**src/hdl/ckd_regs.svh**
```systemverilog
`ifndef CKD_REGS_SVH
`define CKD_REGS_SVH
// ----------------------------------------
// register byte offsets
// ----------------------------------------
`define CKD_SYNC_CTRL 8'h00
`define CKD_POST_DIV 8'h04
`define CKD_MUX_SEL 8'h08
`define CKD_MARGIN_EN 8'h0C
`define CKD_MUTE_EN 8'h10
`define CKD_MUTE_LVL 8'h14
`define CKD_ODIV_BASE 8'h18
`define CKD_OCTRL_BASE 8'h30
`define CKD_STATUS 8'h50
// ----------------------------------------
// field positions and reset values
// ----------------------------------------
`define CKD_SC_REQ_BIT 0
`define CKD_SC_EN1_BIT 1
`define CKD_SC_EN2_BIT 2
`define CKD_SC_SOFT_BIT 3
`define CKD_SYNC_CTRL_RST 4'h1
`define CKD_OCTRL_RST 7'h00
`define CKD_ODIV_RST 8'h00
`define CKD_POST_RST 3'h0
// ----------------------------------------
// timing counts
// ----------------------------------------
`define CKD_SYNC_SLOW_EDGES 2'h2
`define CKD_SYNC_VCO_CYCLES 2'h2
`define CKD_MARGIN_MIN_RATIO 8'h07
`endif

```
**src/hdl/ckd_pkg.sv**
```systemverilog
package ckd_pkg;
  typedef enum logic [2:0] {
    CKD_FMT_OFF = 3'h0,
    CKD_FMT_LVPECL = 3'h1,
    CKD_FMT_LVDS = 3'h2,
    CKD_FMT_CML = 3'h3,
    CKD_FMT_HCSL = 3'h4,
    CKD_FMT_LVCMOS = 3'h5
  } ckd_fmt_e;
  typedef enum logic [1:0] {
    CKD_SYNC_RUN = 2'h0,
    CKD_SYNC_ARM = 2'h1,
    CKD_SYNC_VCO = 2'h2,
    CKD_SYNC_HOLD = 2'h3
  } ckd_sync_e;
  typedef enum logic [1:0] {
    CKD_SRC_PRI = 2'h0,
    CKD_SRC_SEC = 2'h1,
    CKD_SRC_PLL1 = 2'h2,
    CKD_SRC_PLL2 = 2'h3
  } ckd_src_e;
endpackage

```
**src/hdl/ckd_div.sv**
```systemverilog
`timescale 1ns/1ps
`default_nettype none
module ckd_div
  import ckd_pkg::*;
(
  input wire logic i_clk, // block clock
  input wire logic i_rstn, // async reset, active low
  input wire logic i_tick, // one pulse per source rising edge
  input wire logic i_src, // source level, used for divide by one
  input wire logic [7:0] i_ratio, // divide value minus one
  input wire logic i_live, // reload only at period end
  input wire logic i_hold, // hold counter in reset
  output logic o_clk, // divided clock level
  output logic o_rise, // rising edge pulse
  output logic o_fall // falling edge pulse
);
  typedef struct packed {
    logic [7:0] cnt;
    logic [7:0] ratio;
    logic clk;
    logic rise;
    logic fall;
  } ckd_div_s;
  ckd_div_s st, next_st;
  logic [7:0] high_cnt;

  // ----------------------------------------
  // counter with period-boundary reload
  // ----------------------------------------
  // a live change waits for the wrap so no period is ever cut short
  always_comb begin
    next_st = st;
    high_cnt = 8'((9'(st.ratio) + 9'h002) >> 1);
    if (i_hold) begin
      next_st.cnt = 8'h00;
      next_st.ratio = i_ratio;
      next_st.clk = 1'b0;
    end else if (!i_live && i_ratio != st.ratio) begin
      next_st.cnt = 8'h00; // plain restart, may runt
      next_st.ratio = i_ratio;
    end else if (st.ratio == 8'h00) begin
      next_st.clk = i_src; // divide by one passes the source
      next_st.ratio = i_ratio;
    end else if (i_tick) begin
      if (st.cnt == st.ratio) begin
        next_st.cnt = 8'h00;
        next_st.ratio = i_ratio;
      end else begin
        next_st.cnt = st.cnt + 8'h01;
      end
      next_st.clk = (next_st.cnt < high_cnt);
    end
    next_st.rise = next_st.clk & ~st.clk;
    next_st.fall = ~next_st.clk & st.clk;
  end

  always_ff @(posedge i_clk or negedge i_rstn) begin
    if (!i_rstn) begin
      st <= '0;
    end else begin
      st <= next_st;
    end
  end

  assign o_clk = st.clk;
  assign o_rise = st.rise;
  assign o_fall = st.fall;
endmodule // ckd_div
`default_nettype wire

```
**src/hdl/ckd_outdrv.sv**
```systemverilog
`timescale 1ns/1ps
`default_nettype none
module ckd_outdrv
  import ckd_pkg::*;
(
  input wire logic i_clk, // block clock
  input wire logic i_rstn, // async reset, active low
  input wire logic i_oclk, // divided output clock level
  input wire logic [6:0] i_ctrl, // output control field
  input wire logic i_mute_req, // source invalid and muting allowed
  input wire logic i_mute_lvl, // static level while muted
  input wire logic i_sync_off, // sync hold tri-states the driver
  output logic o_p, // p pin level
  output logic o_n, // n pin level
  output logic o_p_oe, // p pin drive enable
  output logic o_n_oe, // n pin drive enable
  output logic o_term, // on-chip termination on
  output logic o_active // driver enabled
);
  typedef struct packed {
    logic en;
    logic mute;
    logic p;
    logic n;
    logic p_oe;
    logic n_oe;
    logic term;
  } ckd_drv_s;
  ckd_drv_s st, next_st;
  ckd_fmt_e fmt;
  logic want;
  logic diff;

  // ----------------------------------------
  // driver state
  // ----------------------------------------
  always_comb begin
    next_st = st;
    fmt = ckd_fmt_e'(i_ctrl[2:0]);
    diff = (fmt == CKD_FMT_LVPECL) || (fmt == CKD_FMT_LVDS) || (fmt == CKD_FMT_CML);
    want = (i_ctrl[5:0] != 6'h00) && (fmt <= CKD_FMT_LVCMOS) && (fmt != CKD_FMT_OFF);
    // changes land only while the clock is low, so no runt escapes
    if (!i_oclk) begin
      next_st.en = want;
      next_st.mute = i_mute_req;
    end
    next_st.term = diff || (fmt == CKD_FMT_HCSL && i_ctrl[6]);
    if (!st.en || i_sync_off) begin
      next_st.p_oe = 1'b0;
      next_st.n_oe = 1'b0;
      next_st.p = 1'b0;
      next_st.n = 1'b0;
    end else if (fmt == CKD_FMT_LVCMOS) begin
      // bit3 drives p, bit4 drives n, bit5 makes n complementary
      next_st.p_oe = i_ctrl[3];
      next_st.n_oe = i_ctrl[4];
      next_st.p = st.mute ? i_mute_lvl : i_oclk;
      next_st.n = (st.mute ? i_mute_lvl : i_oclk) ^ i_ctrl[5];
    end else begin
      next_st.p_oe = 1'b1;
      next_st.n_oe = 1'b1;
      next_st.p = st.mute ? i_mute_lvl : i_oclk;
      next_st.n = st.mute ? ~i_mute_lvl : ~i_oclk;
    end
  end

  always_ff @(posedge i_clk or negedge i_rstn) begin
    if (!i_rstn) begin
      st <= '0;
    end else begin
      st <= next_st;
    end
  end

  assign o_p = st.p;
  assign o_n = st.n;
  assign o_p_oe = st.p_oe;
  assign o_n_oe = st.n_oe;
  assign o_term = st.term;
  assign o_active = st.en;
endmodule // ckd_outdrv
`default_nettype wire

```
**src/hdl/ckd_top.sv**
```systemverilog
// Notes on behaviour
// - each pll post divider divides its vco by 2 to 8 from a 3-bit field
// - outputs 0/1 and 2/3 each pick pll1 or pll2 with one bit
// - outputs 4 to 7 each pick primary, secondary, pll1 or pll2 with two bits
// - a selected reference is taken before the doubler, so undoubled
// - six output dividers, 1 to 256; 0/1 and 2/3 share, 4 to 7 own
// - margining per channel, only when that channel divides by more than 8
// - with margining, new divide value applies glitch free at period end
// - each output has its own format select among five signalling kinds
// - each output may auto-mute when its reference or pll is invalid
// - muted static level is chosen per output
// - control field low six bits all zero turns that output off
// - lvds, cml and lvpecl formats switch on the on-chip termination
// - lvcmos p pin in-phase or off, n pin complementary, in-phase or off
// - active-low sync from the pin in soft mode or a register bit
// - per-pll sync enables pick which outputs tri-state and hold dividers
// - sync low tri-states affected drivers and resets dividers
// - reset after two slowest-clock falling edges plus two vco cycles
// - sync latency varies by at most one vco cycle
// - output enable and disable are aligned to the output clock
`timescale 1ns/1ps
`default_nettype none
`include "ckd_regs.svh"
module ckd_top
  import ckd_pkg::*;
(
  input wire logic i_clk, // 100 MHz block clock, also the vco rate
  input wire logic i_rstn, // async reset, active low
  input wire logic [7:0] i_paddr, // apb address
  input wire logic i_psel, // apb select
  input wire logic i_penable, // apb enable
  input wire logic i_pwrite, // apb direction
  input wire logic [31:0] i_pwdata, // apb write data
  output logic [31:0] o_prdata, // apb read data
  output logic o_pready, // apb ready
  output logic o_pslverr, // apb error on unmapped address
  input wire logic [1:0] i_vco_tick, // one pulse per vco cycle, per pll
  input wire logic [1:0] i_pll_lock, // pll lock pins
  input wire logic i_pri_ref, // primary reference, pre-doubler
  input wire logic i_sec_ref, // secondary reference, pre-doubler
  input wire logic i_pri_valid, // primary reference present
  input wire logic i_sec_valid, // secondary reference present
  input wire logic i_general_pin_zero, // sync request pin, active low
  output logic [7:0] o_out_p, // output p levels
  output logic [7:0] o_out_n, // output n levels
  output logic [7:0] o_out_p_oe, // output p drive enables
  output logic [7:0] o_out_n_oe, // output n drive enables
  output logic [7:0] o_out_term // output termination enables
);
  typedef struct packed {
    logic [6:0] pin_s1; // first sync stage, read by pin_s2 only
    logic [6:0] pin_s2;
    logic [1:0] ref_d;
    logic [3:0] sync_ctrl;
    logic [5:0] post_div;
    logic [9:0] mux_sel;
    logic [5:0] margin_en;
    logic [7:0] mute_en;
    logic [7:0] mute_lvl;
    logic [47:0] odiv;
    logic [55:0] octrl;
    ckd_sync_e sync_st;
    logic [1:0] sync_cnt;
    logic sync_hold;
    logic [31:0] prdata;
    logic pready;
    logic pslverr;
  } ckd_top_s;
  ckd_top_s st, next_st;

  logic [1:0] post_clk;
  logic [1:0] post_rise;
  logic [5:0] od_clk;
  logic [5:0] od_fall;
  logic [5:0] od_hold;
  logic [5:0] src_lvl;
  logic [5:0] src_tick;
  logic [5:0] src_pll2;
  logic [5:0] src_pll;
  logic [5:0] src_bad;
  logic [7:0] out_active;
  logic [1:0] pll_hold;
  logic sync_req_low;
  logic slow_fall;
  logic [7:0] slow_ratio;
  logic [7:0] wr_idx;
  logic addr_ok;
  logic [31:0] rd_val;
  logic [1:0] lock_s;
  logic pri_s;
  logic sec_s;
  logic pri_ok;
  logic sec_ok;
  logic [1:0] ref_rise;

  // ----------------------------------------
  // synchronised pin views
  // ----------------------------------------
  assign lock_s = st.pin_s2[1:0];
  assign pri_s = st.pin_s2[2];
  assign sec_s = st.pin_s2[3];
  assign pri_ok = st.pin_s2[4];
  assign sec_ok = st.pin_s2[5];
  // edges are taken from the second stage onward, never the first
  assign ref_rise = {sec_s, pri_s} & ~st.ref_d;

  // ----------------------------------------
  // pll post dividers
  // ----------------------------------------
  genvar gp;
  generate
    for (gp = 0; gp < 2; gp++) begin : g_post
      logic [2:0] fld;
      logic [7:0] pratio;
      assign fld = st.post_div[gp*3 +: 3];
      // field 0..6 means divide 2..8, code 7 is clamped to 8
      assign pratio = (fld == 3'h7) ? 8'h07 : {5'h00, fld} + 8'h01;
      ckd_div u_post (
        .i_clk(i_clk),
        .i_rstn(i_rstn),
        .i_tick(i_vco_tick[gp]),
        .i_src(1'b0),
        .i_ratio(pratio),
        .i_live(1'b0),
        .i_hold(pll_hold[gp]),
        .o_clk(post_clk[gp]),
        .o_rise(post_rise[gp]),
        .o_fall()
      );
    end
  endgenerate

  // ----------------------------------------
  // source muxes and output dividers
  // ----------------------------------------
  genvar gc;
  generate
    for (gc = 0; gc < 6; gc++) begin : g_chan
      logic [7:0] ratio;
      always_comb begin
        src_pll2[gc] = 1'b0;
        src_pll[gc] = 1'b1;
        src_lvl[gc] = 1'b0;
        src_tick[gc] = 1'b0;
        src_bad[gc] = 1'b0;
        if (gc < 2) begin
          src_pll2[gc] = st.mux_sel[gc];
          src_lvl[gc] = post_clk[src_pll2[gc]];
          src_tick[gc] = post_rise[src_pll2[gc]];
          src_bad[gc] = ~lock_s[src_pll2[gc]];
        end else begin
          case (ckd_src_e'(st.mux_sel[((gc < 2) ? 2 : 2*gc-2) +: 2]))
            CKD_SRC_PRI: begin
              src_pll[gc] = 1'b0;
              src_lvl[gc] = pri_s;
              src_tick[gc] = ref_rise[0];
              src_bad[gc] = ~pri_ok;
            end
            CKD_SRC_SEC: begin
              src_pll[gc] = 1'b0;
              src_lvl[gc] = sec_s;
              src_tick[gc] = ref_rise[1];
              src_bad[gc] = ~sec_ok;
            end
            CKD_SRC_PLL1: begin
              src_lvl[gc] = post_clk[0];
              src_tick[gc] = post_rise[0];
              src_bad[gc] = ~lock_s[0];
            end
            default: begin
              src_pll2[gc] = 1'b1;
              src_lvl[gc] = post_clk[1];
              src_tick[gc] = post_rise[1];
              src_bad[gc] = ~lock_s[1];
            end
          endcase
        end
      end
      assign ratio = st.odiv[gc*8 +: 8];
      // only pll-fed channels follow the sync hold of their pll
      assign od_hold[gc] = src_pll[gc] & pll_hold[src_pll2[gc]];
      ckd_div u_odiv (
        .i_clk(i_clk),
        .i_rstn(i_rstn),
        .i_tick(src_tick[gc]),
        .i_src(src_lvl[gc]),
        .i_ratio(ratio),
        .i_live(st.margin_en[gc] && ratio > `CKD_MARGIN_MIN_RATIO),
        .i_hold(od_hold[gc]),
        .o_clk(od_clk[gc]),
        .o_rise(),
        .o_fall(od_fall[gc])
      );
    end
  endgenerate

  // ----------------------------------------
  // output drivers, 0/1 on channel 0, 2/3 on channel 1
  // ----------------------------------------
  genvar go;
  generate
    for (go = 0; go < 8; go++) begin : g_out
      localparam int CH = (go < 2) ? 0 : ((go < 4) ? 1 : go - 2);
      ckd_outdrv u_drv (
        .i_clk(i_clk),
        .i_rstn(i_rstn),
        .i_oclk(od_clk[CH]),
        .i_ctrl(st.octrl[go*7 +: 7]),
        .i_mute_req(src_bad[CH] & st.mute_en[go]),
        .i_mute_lvl(st.mute_lvl[go]),
        .i_sync_off(od_hold[CH]),
        .o_p(o_out_p[go]),
        .o_n(o_out_n[go]),
        .o_p_oe(o_out_p_oe[go]),
        .o_n_oe(o_out_n_oe[go]),
        .o_term(o_out_term[go]),
        .o_active(out_active[go])
      );
    end
  endgenerate

  // ----------------------------------------
  // sync request and slowest clock pick
  // ----------------------------------------
  // pin counts only in soft pin mode; either source low requests sync
  assign sync_req_low = ~st.sync_ctrl[`CKD_SC_REQ_BIT] |
                        (st.sync_ctrl[`CKD_SC_SOFT_BIT] & ~st.pin_s2[6]);
  assign pll_hold = {2{st.sync_hold}} &
                    {st.sync_ctrl[`CKD_SC_EN2_BIT], st.sync_ctrl[`CKD_SC_EN1_BIT]};
  always_comb begin
    slow_ratio = 8'h00;
    slow_fall = od_fall[0];
    for (int i = 0; i < 6; i++) begin
      if (st.odiv[i*8 +: 8] > slow_ratio) begin
        slow_ratio = st.odiv[i*8 +: 8];
        slow_fall = od_fall[i];
      end
    end
  end

  // ----------------------------------------
  // apb decode
  // ----------------------------------------
  always_comb begin
    wr_idx = 8'h00;
    addr_ok = 1'b1;
    rd_val = 32'h0000_0000;
    if (i_paddr[1:0] != 2'h0) begin
      addr_ok = 1'b0;
    end else if (i_paddr == `CKD_SYNC_CTRL) begin
      rd_val = {28'h0000000, st.sync_ctrl};
    end else if (i_paddr == `CKD_POST_DIV) begin
      rd_val = {25'h0000000, st.post_div[5:3], 1'b0, st.post_div[2:0]};
    end else if (i_paddr == `CKD_MUX_SEL) begin
      rd_val = {22'h000000, st.mux_sel};
    end else if (i_paddr == `CKD_MARGIN_EN) begin
      rd_val = {26'h0000000, st.margin_en};
    end else if (i_paddr == `CKD_MUTE_EN) begin
      rd_val = {24'h000000, st.mute_en};
    end else if (i_paddr == `CKD_MUTE_LVL) begin
      rd_val = {24'h000000, st.mute_lvl};
    end else if (i_paddr >= `CKD_ODIV_BASE && i_paddr < `CKD_OCTRL_BASE) begin
      wr_idx = (i_paddr - `CKD_ODIV_BASE) >> 2;
      rd_val = {24'h000000, st.odiv[wr_idx*8 +: 8]};
    end else if (i_paddr >= `CKD_OCTRL_BASE && i_paddr < `CKD_STATUS) begin
      wr_idx = (i_paddr - `CKD_OCTRL_BASE) >> 2;
      rd_val = {25'h0000000, st.octrl[wr_idx*7 +: 7]};
    end else if (i_paddr == `CKD_STATUS) begin
      rd_val = {19'h00000, sec_ok, pri_ok, lock_s, st.sync_hold, out_active};
    end else begin
      addr_ok = 1'b0;
    end
  end

  // ----------------------------------------
  // next state
  // ----------------------------------------
  always_comb begin
    next_st = st;
    next_st.pin_s1 = {i_general_pin_zero, i_sec_valid, i_pri_valid, i_sec_ref, i_pri_ref,
                      i_pll_lock};
    next_st.pin_s2 = st.pin_s1;
    next_st.ref_d = {sec_s, pri_s};
    // setup phase loads the answer, access phase shows it with ready
    next_st.pready = i_psel & ~i_penable;
    next_st.pslverr = i_psel & ~i_penable & ~addr_ok;
    if (i_psel && !i_penable) begin
      next_st.prdata = i_pwrite ? 32'h0000_0000 : rd_val;
    end
    if (i_psel && i_penable && st.pready && i_pwrite && addr_ok) begin
      if (i_paddr == `CKD_SYNC_CTRL) begin
        next_st.sync_ctrl = i_pwdata[3:0];
      end else if (i_paddr == `CKD_POST_DIV) begin
        next_st.post_div = {i_pwdata[6:4], i_pwdata[2:0]};
      end else if (i_paddr == `CKD_MUX_SEL) begin
        next_st.mux_sel = i_pwdata[9:0];
      end else if (i_paddr == `CKD_MARGIN_EN) begin
        next_st.margin_en = i_pwdata[5:0];
      end else if (i_paddr == `CKD_MUTE_EN) begin
        next_st.mute_en = i_pwdata[7:0];
      end else if (i_paddr == `CKD_MUTE_LVL) begin
        next_st.mute_lvl = i_pwdata[7:0];
      end else if (i_paddr >= `CKD_ODIV_BASE && i_paddr < `CKD_OCTRL_BASE) begin
        next_st.odiv[wr_idx*8 +: 8] = i_pwdata[7:0];
      end else if (i_paddr >= `CKD_OCTRL_BASE && i_paddr < `CKD_STATUS) begin
        next_st.octrl[wr_idx*7 +: 7] = i_pwdata[6:0];
      end
    end
    // the slow clock stops once held, so release runs on vco cycles only
    case (st.sync_st)
      CKD_SYNC_RUN: begin
        next_st.sync_cnt = 2'h0;
        if (sync_req_low) begin
          next_st.sync_st = CKD_SYNC_ARM;
        end
      end
      CKD_SYNC_ARM: begin
        if (!sync_req_low) begin
          next_st.sync_st = CKD_SYNC_RUN; // too short, see requester hold time
        end else if (slow_fall) begin
          if (st.sync_cnt == `CKD_SYNC_SLOW_EDGES - 2'h1) begin
            next_st.sync_cnt = 2'h0;
            next_st.sync_st = CKD_SYNC_VCO;
          end else begin
            next_st.sync_cnt = st.sync_cnt + 2'h1;
          end
        end
      end
      CKD_SYNC_VCO: begin
        // fixed cycle count keeps the latency deterministic
        if (st.sync_cnt == `CKD_SYNC_VCO_CYCLES - 2'h1) begin
          next_st.sync_hold = 1'b1;
          next_st.sync_st = CKD_SYNC_HOLD;
        end else begin
          next_st.sync_cnt = st.sync_cnt + 2'h1;
        end
      end
      CKD_SYNC_HOLD: begin
        if (!sync_req_low) begin
          next_st.sync_hold = 1'b0; // one edge frees every held divider
          next_st.sync_st = CKD_SYNC_RUN;
        end
      end
      default: begin
        next_st.sync_st = CKD_SYNC_RUN;
        next_st.sync_hold = 1'b0;
      end
    endcase
  end

  // ----------------------------------------
  // state register
  // ----------------------------------------
  always_ff @(posedge i_clk or negedge i_rstn) begin
    if (!i_rstn) begin
      st <= '0;
      st.sync_ctrl <= `CKD_SYNC_CTRL_RST;
    end else begin
      st <= next_st;
    end
  end

  assign o_prdata = st.prdata;
  assign o_pready = st.pready;
  assign o_pslverr = st.pslverr;
endmodule // ckd_top
`default_nettype wire

```
**config.mk**
```make
export PLATFORM = sky130hd
export DESIGN_NAME = ckd_top
export DESIGN_NICKNAME = d
export VERILOG_FILES = /design/src/hdl/ckd_pkg.sv /design/src/hdl/ckd_div.sv /design/src/hdl/ckd_outdrv.sv /design/src/hdl/ckd_top.sv
export VERILOG_INCLUDE_DIRS = /design/src /design/src/hdl
export SDC_FILE = /design/constraint.sdc
export NUM_CORES = 1
export LEC_CHECK = 0
export BUFFER_PORTS_ARGS = -buffer_cell sky130_fd_sc_hd__buf_2
export CAP_MARGIN = 20
export CORE_ASPECT_RATIO = 2
export CORE_MARGIN = 2
export CORE_UTILIZATION = 34
export CTS_CLUSTER_DIAMETER = 40
export DETAILED_ROUTE_END_ITERATION = 10
export SLEW_MARGIN = 10
export SYNTH_ARGS = -nofsm -noshare
export SYNTH_HDL_FRONTEND = slang
export SYNTH_SLANG_ARGS = --single-unit
export TNS_END_PERCENT = 20
```
**constraint.sdc**
```tcl
create_clock -name i_clk -period 23.8 [get_ports i_clk]
set_clock_uncertainty 0.15 [all_clocks]
set_input_delay 4.76 -clock i_clk [delete_from_list [all_inputs] [get_ports i_clk]]
set_output_delay 4.76 -clock i_clk [all_outputs]
set_load 0.005 [all_outputs]
```
# ---- After elaboration in Yosys (flattened, before gate mapping)
# Cells that the tools add are included.
dict set report op_classes {
  n_eq_ne 92
  bitwise 74
  n_mul 2
  magnitude_cmp 38
  n_reduce_logical 182
  shifts 6
  addsub 23
  muxes 230
}
# op count
set op_table {}
lappend op_table {{8-bit 2-to-1 mux} 61}
lappend op_table {{17-bit 2-to-1 mux} 16}
lappend op_table {{13-bit 2-to-1 mux} 10}
lappend op_table {{16-bit 2-to-1 mux} 8}
lappend op_table {{1-bit 2-to-1 mux} 73}
lappend op_table {{8-bit by 2-bit adder with 9-bit output, second input constant} 8}
lappend op_table {{8-bit zero test} 9}
lappend op_table {{9-bit 2-to-1 mux} 8}
lappend op_table {{11-bit negation with 34-bit output} 2}
lappend op_table {{8-bit by 1-bit adder with 8-bit output, second input constant} 8}
lappend op_table {{8-bit == test} 8}
lappend op_table {{8-bit < comparator} 8}
lappend op_table {{4-bit nonzero test} 16}
lappend op_table {{56-bit bitwise mux} 1}
lappend op_table {{7-bit by 34-bit variable shift with 56-bit output, first input constant} 1}
lappend op_table {{56-bit by 10-bit variable part select with 7-bit output} 1}
lappend op_table {{7-bit by 34-bit variable part select with 56-bit output} 1}
lappend op_table {{3-bit == test, second input constant} 18}
lappend op_table {{6-bit 2-to-1 mux} 9}
lappend op_table {{3-bit nonzero test} 17}
lappend op_table {{48-bit bitwise mux} 1}
lappend op_table {{3-bit by 2-bit == test with 1-bit output, second input constant} 16}
lappend op_table {{8-bit by 3-bit > comparator with 1-bit output, second input constant} 6}
lappend op_table {{8-bit inequality test} 6}
lappend op_table {{59 further kinds} 335}
dict set report word_totals {
  reg_bits 401
  output_inout_bits 74
  in_bits 54
  elab_cells 752
}

# ---- Longest topological paths before layout
# Gate-level depths: netlist of the first run.
dict set report depth {
  ltp_word 15
  depth_mapped 47
}

# ---- Cells and area by module
# Synthesis of the first run repeated with hierarchy kept, for this count alone.
dict set report hier_totals {
  hier_cells 2443
  area_unflattened_um2 24967.7
}
# mod n_inst cells_each area_per_inst_um2 seq_area_each_um2
set modules_own_cells {}
lappend modules_own_cells {ckd_top 1 1099 11815.1 4555.6}
lappend modules_own_cells {ckd_div 8 142 1365.1 475.5}
lappend modules_own_cells {ckd_outdrv 8 26 279.0 175.2}

# ---- Worst setup path after synthesis of the first run
# No wires, ideal clock.
dict set report synth_timing {
  kind {register to register}
  from {register st, in the netlist g_chan[0].ratio[1]}
  to {register st[37] in the netlist's numbering}
  path_slack_ps 14896
  required_time_ps 23524
  setup_time_ps 126
  t_arrival_ps 8628
  stages_incl_launch_ff 45
  period_less_slack_ps 8904
  path_cell_list {dfrtp_1 > inv_1 > ha_1 > nor2b_1 > o211ai_1 > a21oi_1 > o22ai_1 > mux2i_1 > ha_1 > a21oi_1 > o21ai_0 > o21ai_0 > clkbuf_1 > nor2_1 > a21oi_1 > inv_1 > ha_1 > a21oi_1 > (+9 left out) > o21a_1 > o21a_1 > o21ai_0 > a21oi_1 > o31ai_1 > clkbuf_1 > mux2_2 > ha_1 > a21o_1 > a21o_1 > a21oi_1 > o21ai_0 > nand2_1 > nand2b_1 > o22ai_1 > nor2_1 > o21a_1 > o311a_1}
}
dict set report synth_between {
  elab_chain_cells 14
  elab_cells_between_ends 18
  cone_classes {order compare: 6; eq/ne: 1; mux: 10; reduce/logical: 1}
}
# item line
set synth_lines {}
lappend synth_lines {{from (decl)} ckd_top.sv:69} ;# ckd_top_s st, next_st;
lappend synth_lines {{from (signal assigned)} ckd_top.sv:359} ;# st <= next_st;
lappend synth_lines {{8-bit by 1-bit > comparator with 1-bit output} ckd_top.sv:234} ;# if (st.odiv[i*8 +: 8] > slow_ratio) begin
lappend synth_lines {{8-bit 2-to-1 mux *} ckd_top.sv:234}
lappend synth_lines {{8-bit > comparator} ckd_top.sv:234}
lappend synth_lines {{8-bit 2-to-1 mux} ckd_top.sv:234}
lappend synth_lines {{8-bit > comparator} ckd_top.sv:234}
lappend synth_lines {{8-bit 2-to-1 mux} ckd_top.sv:234}
lappend synth_lines {{8-bit > comparator} ckd_top.sv:234}
lappend synth_lines {{8-bit 2-to-1 mux} ckd_top.sv:234}
lappend synth_lines {{8-bit > comparator} ckd_top.sv:234}
lappend synth_lines {{8-bit 2-to-1 mux} ckd_top.sv:234}
lappend synth_lines {{8-bit > comparator} ckd_top.sv:234}
lappend synth_lines {{1-bit 2-to-1 mux *} ckd_top.sv:234}
lappend synth_lines {{3-bit inequality test (no line) *} n/a}
lappend synth_lines {{5-bit AND reduction (no line) *} n/a}
# Mark *: on every way between the ends. The rest lies on a longest branch, timed or not.
# A chain may end at the register's enable or synchronous reset.

# ---- Final worst setup path of the first run
dict set report layout_timing {
  from {input i_paddr[3]}
  to {register st[52] in the netlist's numbering}
}
dict set report layout_between {
  elab_chain_cells 15
  elab_cells_between_ends 48
  cone_classes {add/sub: 3; mul: 1; order compare: 4; eq/ne: 6; shift: 2; mux: 20; bitwise: 7; reduce/logical: 5}
}
# item line
set layout_lines {}
lappend layout_lines {{from (decl)} ckd_top.sv:29} ;# input wire logic [7:0] i_paddr,
lappend layout_lines {{8-bit by 6-bit >= comparator with 1-bit output (no line) / 8-bit by 7-bit < comparator with 1-bit output (equally long branches)} n/a}
lappend layout_lines {{1-bit logical AND (no line)} n/a}
lappend layout_lines {{6-bit 2-to-1 mux} ckd_top.sv:265} ;# end else if (i_paddr >= `CKD_OCTRL_BASE && i_paddr < `CKD_STATUS) begin
lappend layout_lines {{6-bit 2-to-1 mux} ckd_top.sv:262} ;# end else if (i_paddr >= `CKD_ODIV_BASE && i_paddr < `CKD_OCTRL_BASE) begin
lappend layout_lines {{6-bit 2-to-1 mux} ckd_top.sv:260} ;# end else if (i_paddr == `CKD_MUTE_LVL) begin
lappend layout_lines {{6-bit 2-to-1 mux} ckd_top.sv:258} ;# end else if (i_paddr == `CKD_MUTE_EN) begin
lappend layout_lines {{6-bit 2-to-1 mux} ckd_top.sv:256} ;# end else if (i_paddr == `CKD_MARGIN_EN) begin
lappend layout_lines {{6-bit 2-to-1 mux} ckd_top.sv:254} ;# end else if (i_paddr == `CKD_MUX_SEL) begin
lappend layout_lines {{6-bit 2-to-1 mux} ckd_top.sv:252} ;# end else if (i_paddr == `CKD_POST_DIV) begin
lappend layout_lines {{6-bit 2-to-1 mux} ckd_top.sv:250} ;# end else if (i_paddr == `CKD_SYNC_CTRL) begin
lappend layout_lines {{6-bit 2-to-1 mux} ckd_top.sv:248} ;# if (i_paddr[1:0] != 2'h0) begin
lappend layout_lines {{8-bit by 3-bit multiplier with 11-bit output} ckd_top.sv:306} ;# next_st.octrl[wr_idx*7 +: 7] = i_pwdata[6:0];
lappend layout_lines {{11-bit negation with 34-bit output} ckd_top.sv:306}
lappend layout_lines {{7-bit by 34-bit variable part select with 56-bit output / 7-bit by 34-bit variable shift with 56-bit output (equally long branches)} ckd_top.sv:306}
lappend layout_lines {{56-bit bitwise mux} ckd_top.sv:306}
# Several ways; a longest one is shown, not always the timed one.

==> results of run 1 <==
critical path, stage by stage:
cell and delay [ns]:
buf_2 0.76, ha_1 0.36, or4b_4 0.51, o31ai_4 0.33
a21oi_2 0.23, nor3_2 0.45, inv_2 0.13, ha_1 0.35
a211oi_4 0.95, nand3_1 0.67, nor3b_2 0.90, mux2_2 0.41
state kept, by name, summed over array words and instances (netlist names), 9 cells and up:
register,count
g_chan.ratio,48
g_chan.u_odiv.st,96
g_post.u_post.st,24
next_st,9
o_prdata,13
st,98
layer usage:
layer,vias to the layer above,track usage,part of all wire
met5,-,0,0
met4,0,0.136,0.076
met3,195,0.0200,0.040
met2,574,0.363,0.52
met1,9093,0.207,0.36
li1,8595,-,-
cells in the final DEF (no fill, tap or decap), types with 9 or more instances in the layout:
cell type / n
o21ai_0: 132
ha_1: 126
inv_1: 72
nand3_1: 116
buf_4: 12
nor4_1: 23
xnor2_1: 154
mux2i_1: 64
a21oi_1: 120
a22oi_1: 14
nor2_1: 247
a21o_1: 31
buf_2: 85
o21ai_1: 15
clkbuf_16: 39
xor2_1: 55
nor2b_1: 29
dfrtp_1: 373
nand2_1: 213
a211oi_1: 23
mux4_2: 34
o21a_1: 12
o22ai_1: 10
nand4_1: 38
mux2_2: 134
nor3_1: 63
conb_1: 27
nand2b_1: 13
or2_2: 9
and3_1: 37
logic make-up (layout without fill, tap and decap cells):
family,after synthesis,in the layout
other cells,2,27
fa+ha+maj,127,127
buf+inv,272,241
xor+xnor,209,209
simple gates,831,831
mux,239,239
compound gates,429,429
flops,374,374
per-stage QoR:
stage               hold WS, ns  power [mW]  instance area (um2)  instances
finish                    0.209        1.66                25700       3374
global route              0.215        1.74                25700       3374
global placement          0.185        1.00                24400       3303
CTS                       0.209        1.68                25700       3374
detailed placement        0.191        1.01                24400       3305
floorplan                 0.181       0.920                23700       2508
Yosys cell counts, types with 31 or more instances:
master	n
a21o_1	31
buf_4	72
mux2i_1	64
xor2_1	55
nand3_1	116
mux4_2	34
nor2_1	247
dfrtp_1	373
inv_1	72
a21oi_1	120
nand4_1	38
nand2_1	213
and3_1	37
ha_1	126
o21ai_0	132
mux2_2	134
nor3_1	65
clkbuf_1	101
xnor2_1	154
layout make-up:
type	instances	area (um2)
clock buffers	51	1060
flip-flops and latches	374	9360
fillers	6891	43000
multi-input cells	1862	13100
repair buffers	98	531
well taps	897	1120
clock inverters	18	275
inverters	74	278
power groups by stage:
| stage | Combinational (mW) | Sequential [mW] | Clock [mW] |
|---|---|---|---|
| floorplan | 0.218 | 0.702 | 0 |
| global placement | 0.280 | 0.720 | 0 |
| detailed placement | 0.290 | 0.722 | 0 |
| CTS | 0.292 | 0.710 | 0.673 |
| global route | 0.327 | 0.716 | 0.694 |
| finish | 0.292 | 0.712 | 0.659 |
final timing paths:
kind,cells after the start,slack (ns),start,to
worst max-delay path,12,13.27,i_paddr[3],st[52]
worst min-delay path,0,0.21,next_st[190],next_st[186]
worst max register to register,43,13.51,g_chan[0].ratio[7],st[35]
worst min register to register,0,0.21,next_st[190],next_st[186]
max in group asynchronous,5,15.48,i_rstn,g_out[1].u_drv.o_n_oe
min in group asynchronous,1,4.09,i_rstn,g_chan[5].u_odiv.st[13]
==> flow_metrics.env, run 1 <==
export IMPL_outcome="finished clean"
export IMPL_synth_adder_area_share=0.0672
export IMPL_combPwrFrac=0.176
export IMPL_final_setup_viol_count=0
export IMPL_synthMuxAreaShare=0.127
export IMPL_rsz0062_at_grt="false"
export IMPL_dieArea_um2=71700
export IMPL_postSynth_asyncResetShare=1.00
export IMPL_n_antenna_cell=0
export IMPL_die_y_um=377
export IMPL_end_kind="flip-flop"
export IMPL_drive_above_1_share=0.145
export IMPL_cts_buffers=38
export IMPL_totalWireLength_mm=70.6
export IMPL_drt_antenna_violating_nets=0
export IMPL_tritoncts="done"
export IMPL_relSlewSlack=0.273
export IMPL_track_usage=0.197
export IMPL_numPortBuffers=86
export IMPL_antenna_found_initial=0
export IMPL_cap_violations=0
export IMPL_ios=128
export IMPL_hold_path_class="reg2reg"
export IMPL_p_switching_uw=495
export IMPL_drt_iter0_drc=1171
export IMPL_cts_hold_buf=0
export IMPL_synth_xor_area_frac=0.0775
export IMPL_hold_viol_final=0
export IMPL_initial_core_util=0.344
export IMPL_post_place_ws_ns=12.79
export IMPL_netSwitchingFraction=0.297
export IMPL_synth_top_family_by_area="simple AND/OR/NAND/NOR gates"
export IMPL_drt_pre_antenna_iters=5
export IMPL_grt_pass1_wl_mm=109
export IMPL_ys_ff_latch=374
export IMPL_viasPerCell=5.47
export IMPL_clkTransAtPathRegs_ns=0.07
export IMPL_syn_to_final_growth_pct=8.84
export IMPL_p_int_mw=1.17
export IMPL_worst_slew_pin_slew_ns=1.09
export IMPL_synthTopCellsByArea="dfrtp_1 (40%), ha_1 (6.7%), mux2_2 (6.4%), xnor2_1 (5.7%), nor2_1 (3.9%)"
export IMPL_overflow=0
export IMPL_pwr_share_clk=0.396
export IMPL_pwr_share_seq=0.428
export IMPL_critical_path_required_ns=24.10
export IMPL_finalCritPeriodShare=0.442
export IMPL_dp_hpwl_mm=53.3
export IMPL_placementRows=136
export IMPL_p_leak_nw=11.8
export IMPL_dieWidth_um=190
export IMPL_fin_setup_tns_ns=0
export IMPL_cp_start_kind="input port"
export IMPL_cts_buffer_depth=3
export IMPL_cts_root_buffer="clkbuf_16"
export IMPL_synth_cell_area_um2=23600
export IMPL_clock_fmax_mhz=95.0
export IMPL_cp_arrival_ns=10.83
export IMPL_cts_resized=0
export IMPL_synthCells=2483
export IMPL_synth_cell_types=80
export IMPL_ys_warnings_count=0
export IMPL_postLayoutCoreUtil=0.374
export IMPL_grt_pass1_vias=18900
export IMPL_synthFlopType="dfrtp_1"
export IMPL_yosysTopAreaCell="dfrtp_1"
export IMPL_vdd_drop_max_uv=53.0
export IMPL_nNetsFinal=2628
export IMPL_place_congestion=0.974
export IMPL_fin_crit_ns=10.53
export IMPL_drc=0
export IMPL_power_density_nw_per_um2=64.7
export IMPL_yosys_area_share_simple=0.165
export IMPL_yosysSeqAreaShare=0.396
export IMPL_clock_sinks=374
export IMPL_via_count=18500
export IMPL_clock_latency_ns=0.57
export IMPL_synth_edf_count=0
export IMPL_worst_slack_ns=13.27
export IMPL_wl_per_cell_um=20.9
export IMPL_cp_max_fo=37
export IMPL_cts_setup_buffers=0
export IMPL_synth_compound_area_frac=0.112
export IMPL_htreeDepth=2
export IMPL_slew_violations=0
export IMPL_synth_top_area_frac=0.395
export IMPL_avgSynthCellArea_um2=9.51
export IMPL_grt_max_degree=127
export IMPL_coreArea_um2=68700
export IMPL_critPathKind="in2reg"
Power figures use the tool's default switching activity.
==> inputs of run 2 (changes only) <==
==> constraint.sdc (replaced) <==
create_clock -name i_clk -period 8.71 [get_ports i_clk]
set_clock_uncertainty 0.15 [all_clocks]
set_input_delay 1.742 -clock i_clk [delete_from_list [all_inputs] [get_ports i_clk]]
set_output_delay 1.742 -clock i_clk [all_outputs]
set_load 0.005 [all_outputs]
==> run 2 against run 1 <==
- sequential power increased to 2.7 times the previous value
- non-clock buffer count increased by 50
- sequential share of layout area fell by 0.87 points
- combinational power grew to 2.7 times the previous value
==> flow_metrics.env, run 2 (synthesis gave the netlist of run 1 again) <==
export IMPL_tritoncts="done"
export IMPL_grt_pass1_wl_mm=111
export IMPL_track_usage=0.199
export IMPL_dieWidth_um=190
export IMPL_initial_core_util=0.344
export IMPL_layout_common_cells="dfrtp_1 (373), nor2_1 (247), nand2_1 (212)"
export IMPL_drive_above_1_share=0.174
export IMPL_cts_buffers=40
export IMPL_n_antenna_cell=0
export IMPL_hold_viol_final=0
export IMPL_overflow=0
export IMPL_hold_path_class="reg2reg"
export IMPL_grt_pass1_vias=19300
export IMPL_crit_path_frequent_cell="ha_1"
export IMPL_antenna_found_initial=0
export IMPL_clock_latency_ns=0.58
export IMPL_worst_slew_pin_slew_ns=1.05
export IMPL_drt_antenna_violating_nets=0
export IMPL_slew_violations=0
export IMPL_numPortBuffers=86
export IMPL_ios=128
export IMPL_max_stage_delay_ns=0.36
export IMPL_power_density_nw_per_um2=175
export IMPL_vdd_drop_max_uv=179
export IMPL_top_register="st"
export IMPL_totalWireLength_mm=71.1
export IMPL_cts_hold_buf=0
export IMPL_fin_setup_tns_ns=0
export IMPL_wl_per_cell_um=20.8
export IMPL_relSlewSlack=0.302
export IMPL_drc=0
export IMPL_dieArea_um2=71700
export IMPL_finalCritPeriodShare=0.969
export IMPL_cap_violations=0
export IMPL_syn_to_final_growth_pct=11.5
export IMPL_critical_path_required_ns=9.02
export IMPL_viasPerCell=5.49
export IMPL_dp_hpwl_mm=54.4
export IMPL_final_setup_viol_count=0
export IMPL_cp_start_kind="flip-flop"
export IMPL_drt_pre_antenna_iters=5
export IMPL_clkTransAtPathRegs_ns=0.07
export IMPL_cts_root_buffer="clkbuf_16"
export IMPL_hold_ws_ns=0.198
export IMPL_via_count=18800
export IMPL_coreArea_um2=68700
export IMPL_placementRows=136
export IMPL_cts_buffer_depth=3
export IMPL_end_kind="flip-flop"
export IMPL_critPathKind="reg2reg"
export IMPL_cp_max_fo=7
export IMPL_clock_fmax_mhz=118
export IMPL_drt_iter0_drc=974
export IMPL_htreeDepth=2
export IMPL_outcome="finished clean"
export IMPL_fillers=6858
export IMPL_fin_crit_ns=8.44
export IMPL_nNetsFinal=2680
export IMPL_p_leak_nw=12.1
export IMPL_largest_register_ff_count=98
export IMPL_final_common_cell="dfrtp_1"
export IMPL_cpMaxStageDelayCell="a211o_1"
export IMPL_grt_max_degree=123
export IMPL_cp_arrival_ns=8.75
export IMPL_die_y_um=377
export IMPL_clock_sinks=374
export IMPL_place_congestion=0.961
[run 2: cell count changes in the layout (fill, tap and decap cells not counted), sizes merged]
cell      delta
clkbuf       -1
clkinv       +6
buf         +49
clkinvlp     -2
bufinv       -2
inv          +4
[run 2: worst paths after layout]
| kind | slack [ns] | endpoint | startpoint | depth (start not counted) |
|---|---|---|---|---|
| min reg2reg | 0.20 | pri_ok | next_st[191] | 0 |
| min in group asynchronous | 1.12 | g_chan[4].u_odiv.st[12] | i_rstn | 1 |
| max reg2reg | 0.27 | st[37] | g_chan[0].ratio[1] | 44 |
| max | 0.27 | st[37] | g_chan[0].ratio[1] | 44 |
| max in group asynchronous | 5.64 | g_out[0].u_drv.o_p | i_rstn | 2 |
| min | 0.20 | pri_ok | next_st[191] | 0 |
[run 2: metal layers]
| layer | track usage | part of all wire | vias up |
|---|---|---|---|
| li1 | - | - | 8708 |
| met1 | 0.199 | 0.35 | 9299 |
| met2 | 0.367 | 0.52 | 573 |
| met3 | 0.0221 | 0.040 | 253 |
| met4 | 0.156 | 0.091 | 0 |
| met5 | 0 | 0 | - |
[run 2: cell type report]
| class | instances | area [um2] | area share |
|---|---|---|---|
| multi-input combinational | 1862 | 13200 | 0.502 |
| sequential | 374 | 9360 | 0.355 |
| clock inverter | 24 | 299 | 0.0114 |
| inverter | 74 | 278 | 0.0105 |
| timing repair buffer | 148 | 932 | 0.0354 |
| tap | 897 | 1120 | 0.0426 |
| clock buffer | 49 | 1140 | 0.0432 |
[run 2: what timing repair did]
| action | 4_1_cts | 5_1_grt |
|---|---|---|
| gates cloned | 0 | 0 |
| buffers inserted | 0 | 6 |
| resized for setup | 2 | 31 |
| pin swaps | 0 | 11 |
| endpoints found under the setup margin | 4 | 4 |
| endpoints found under the hold margin | 0 | 0 |
[run 2: worst max-delay path: cells and delay by family, from the launching register on]
kind,cells,cell delay [ns]
AND/OR/NAND/NOR,9,1.35
buffers and inverters,5,0.64
AO/OA/AOI/OAI,23,3.89
adder cells (fa/ha/maj),5,1.34
flip-flops,1,0.35
multiplexers,2,0.60
[run 2: where the power goes]
| group | switching, mW | total [mW] | internal, mW |
|---|---|---|---|
| combinational | 0.460 | 0.802 | 0.342 |
| clock | 0.804 | 1.88 | 1.07 |
| sequential | 0.130 | 1.94 | 1.81 |
| total | 1.39 | 4.62 | 3.23 |
[run 2: stage by stage]
step,setup WS [ns],cell area (um2),std cells,total power [mW],utilization
6_report,0.270,26300,3428,4.62,0.383
4_1_cts,0.0745,26200,3420,4.65,0.380
5_1_grt,-0.0508,26300,3428,4.83,0.383
3_3_place_gp,0.0235,24700,3347,2.72,0.359
2_1_floorplan,0.0808,23700,2508,2.51,-
3_5_place_dp,-0.125,24700,3347,2.76,0.359
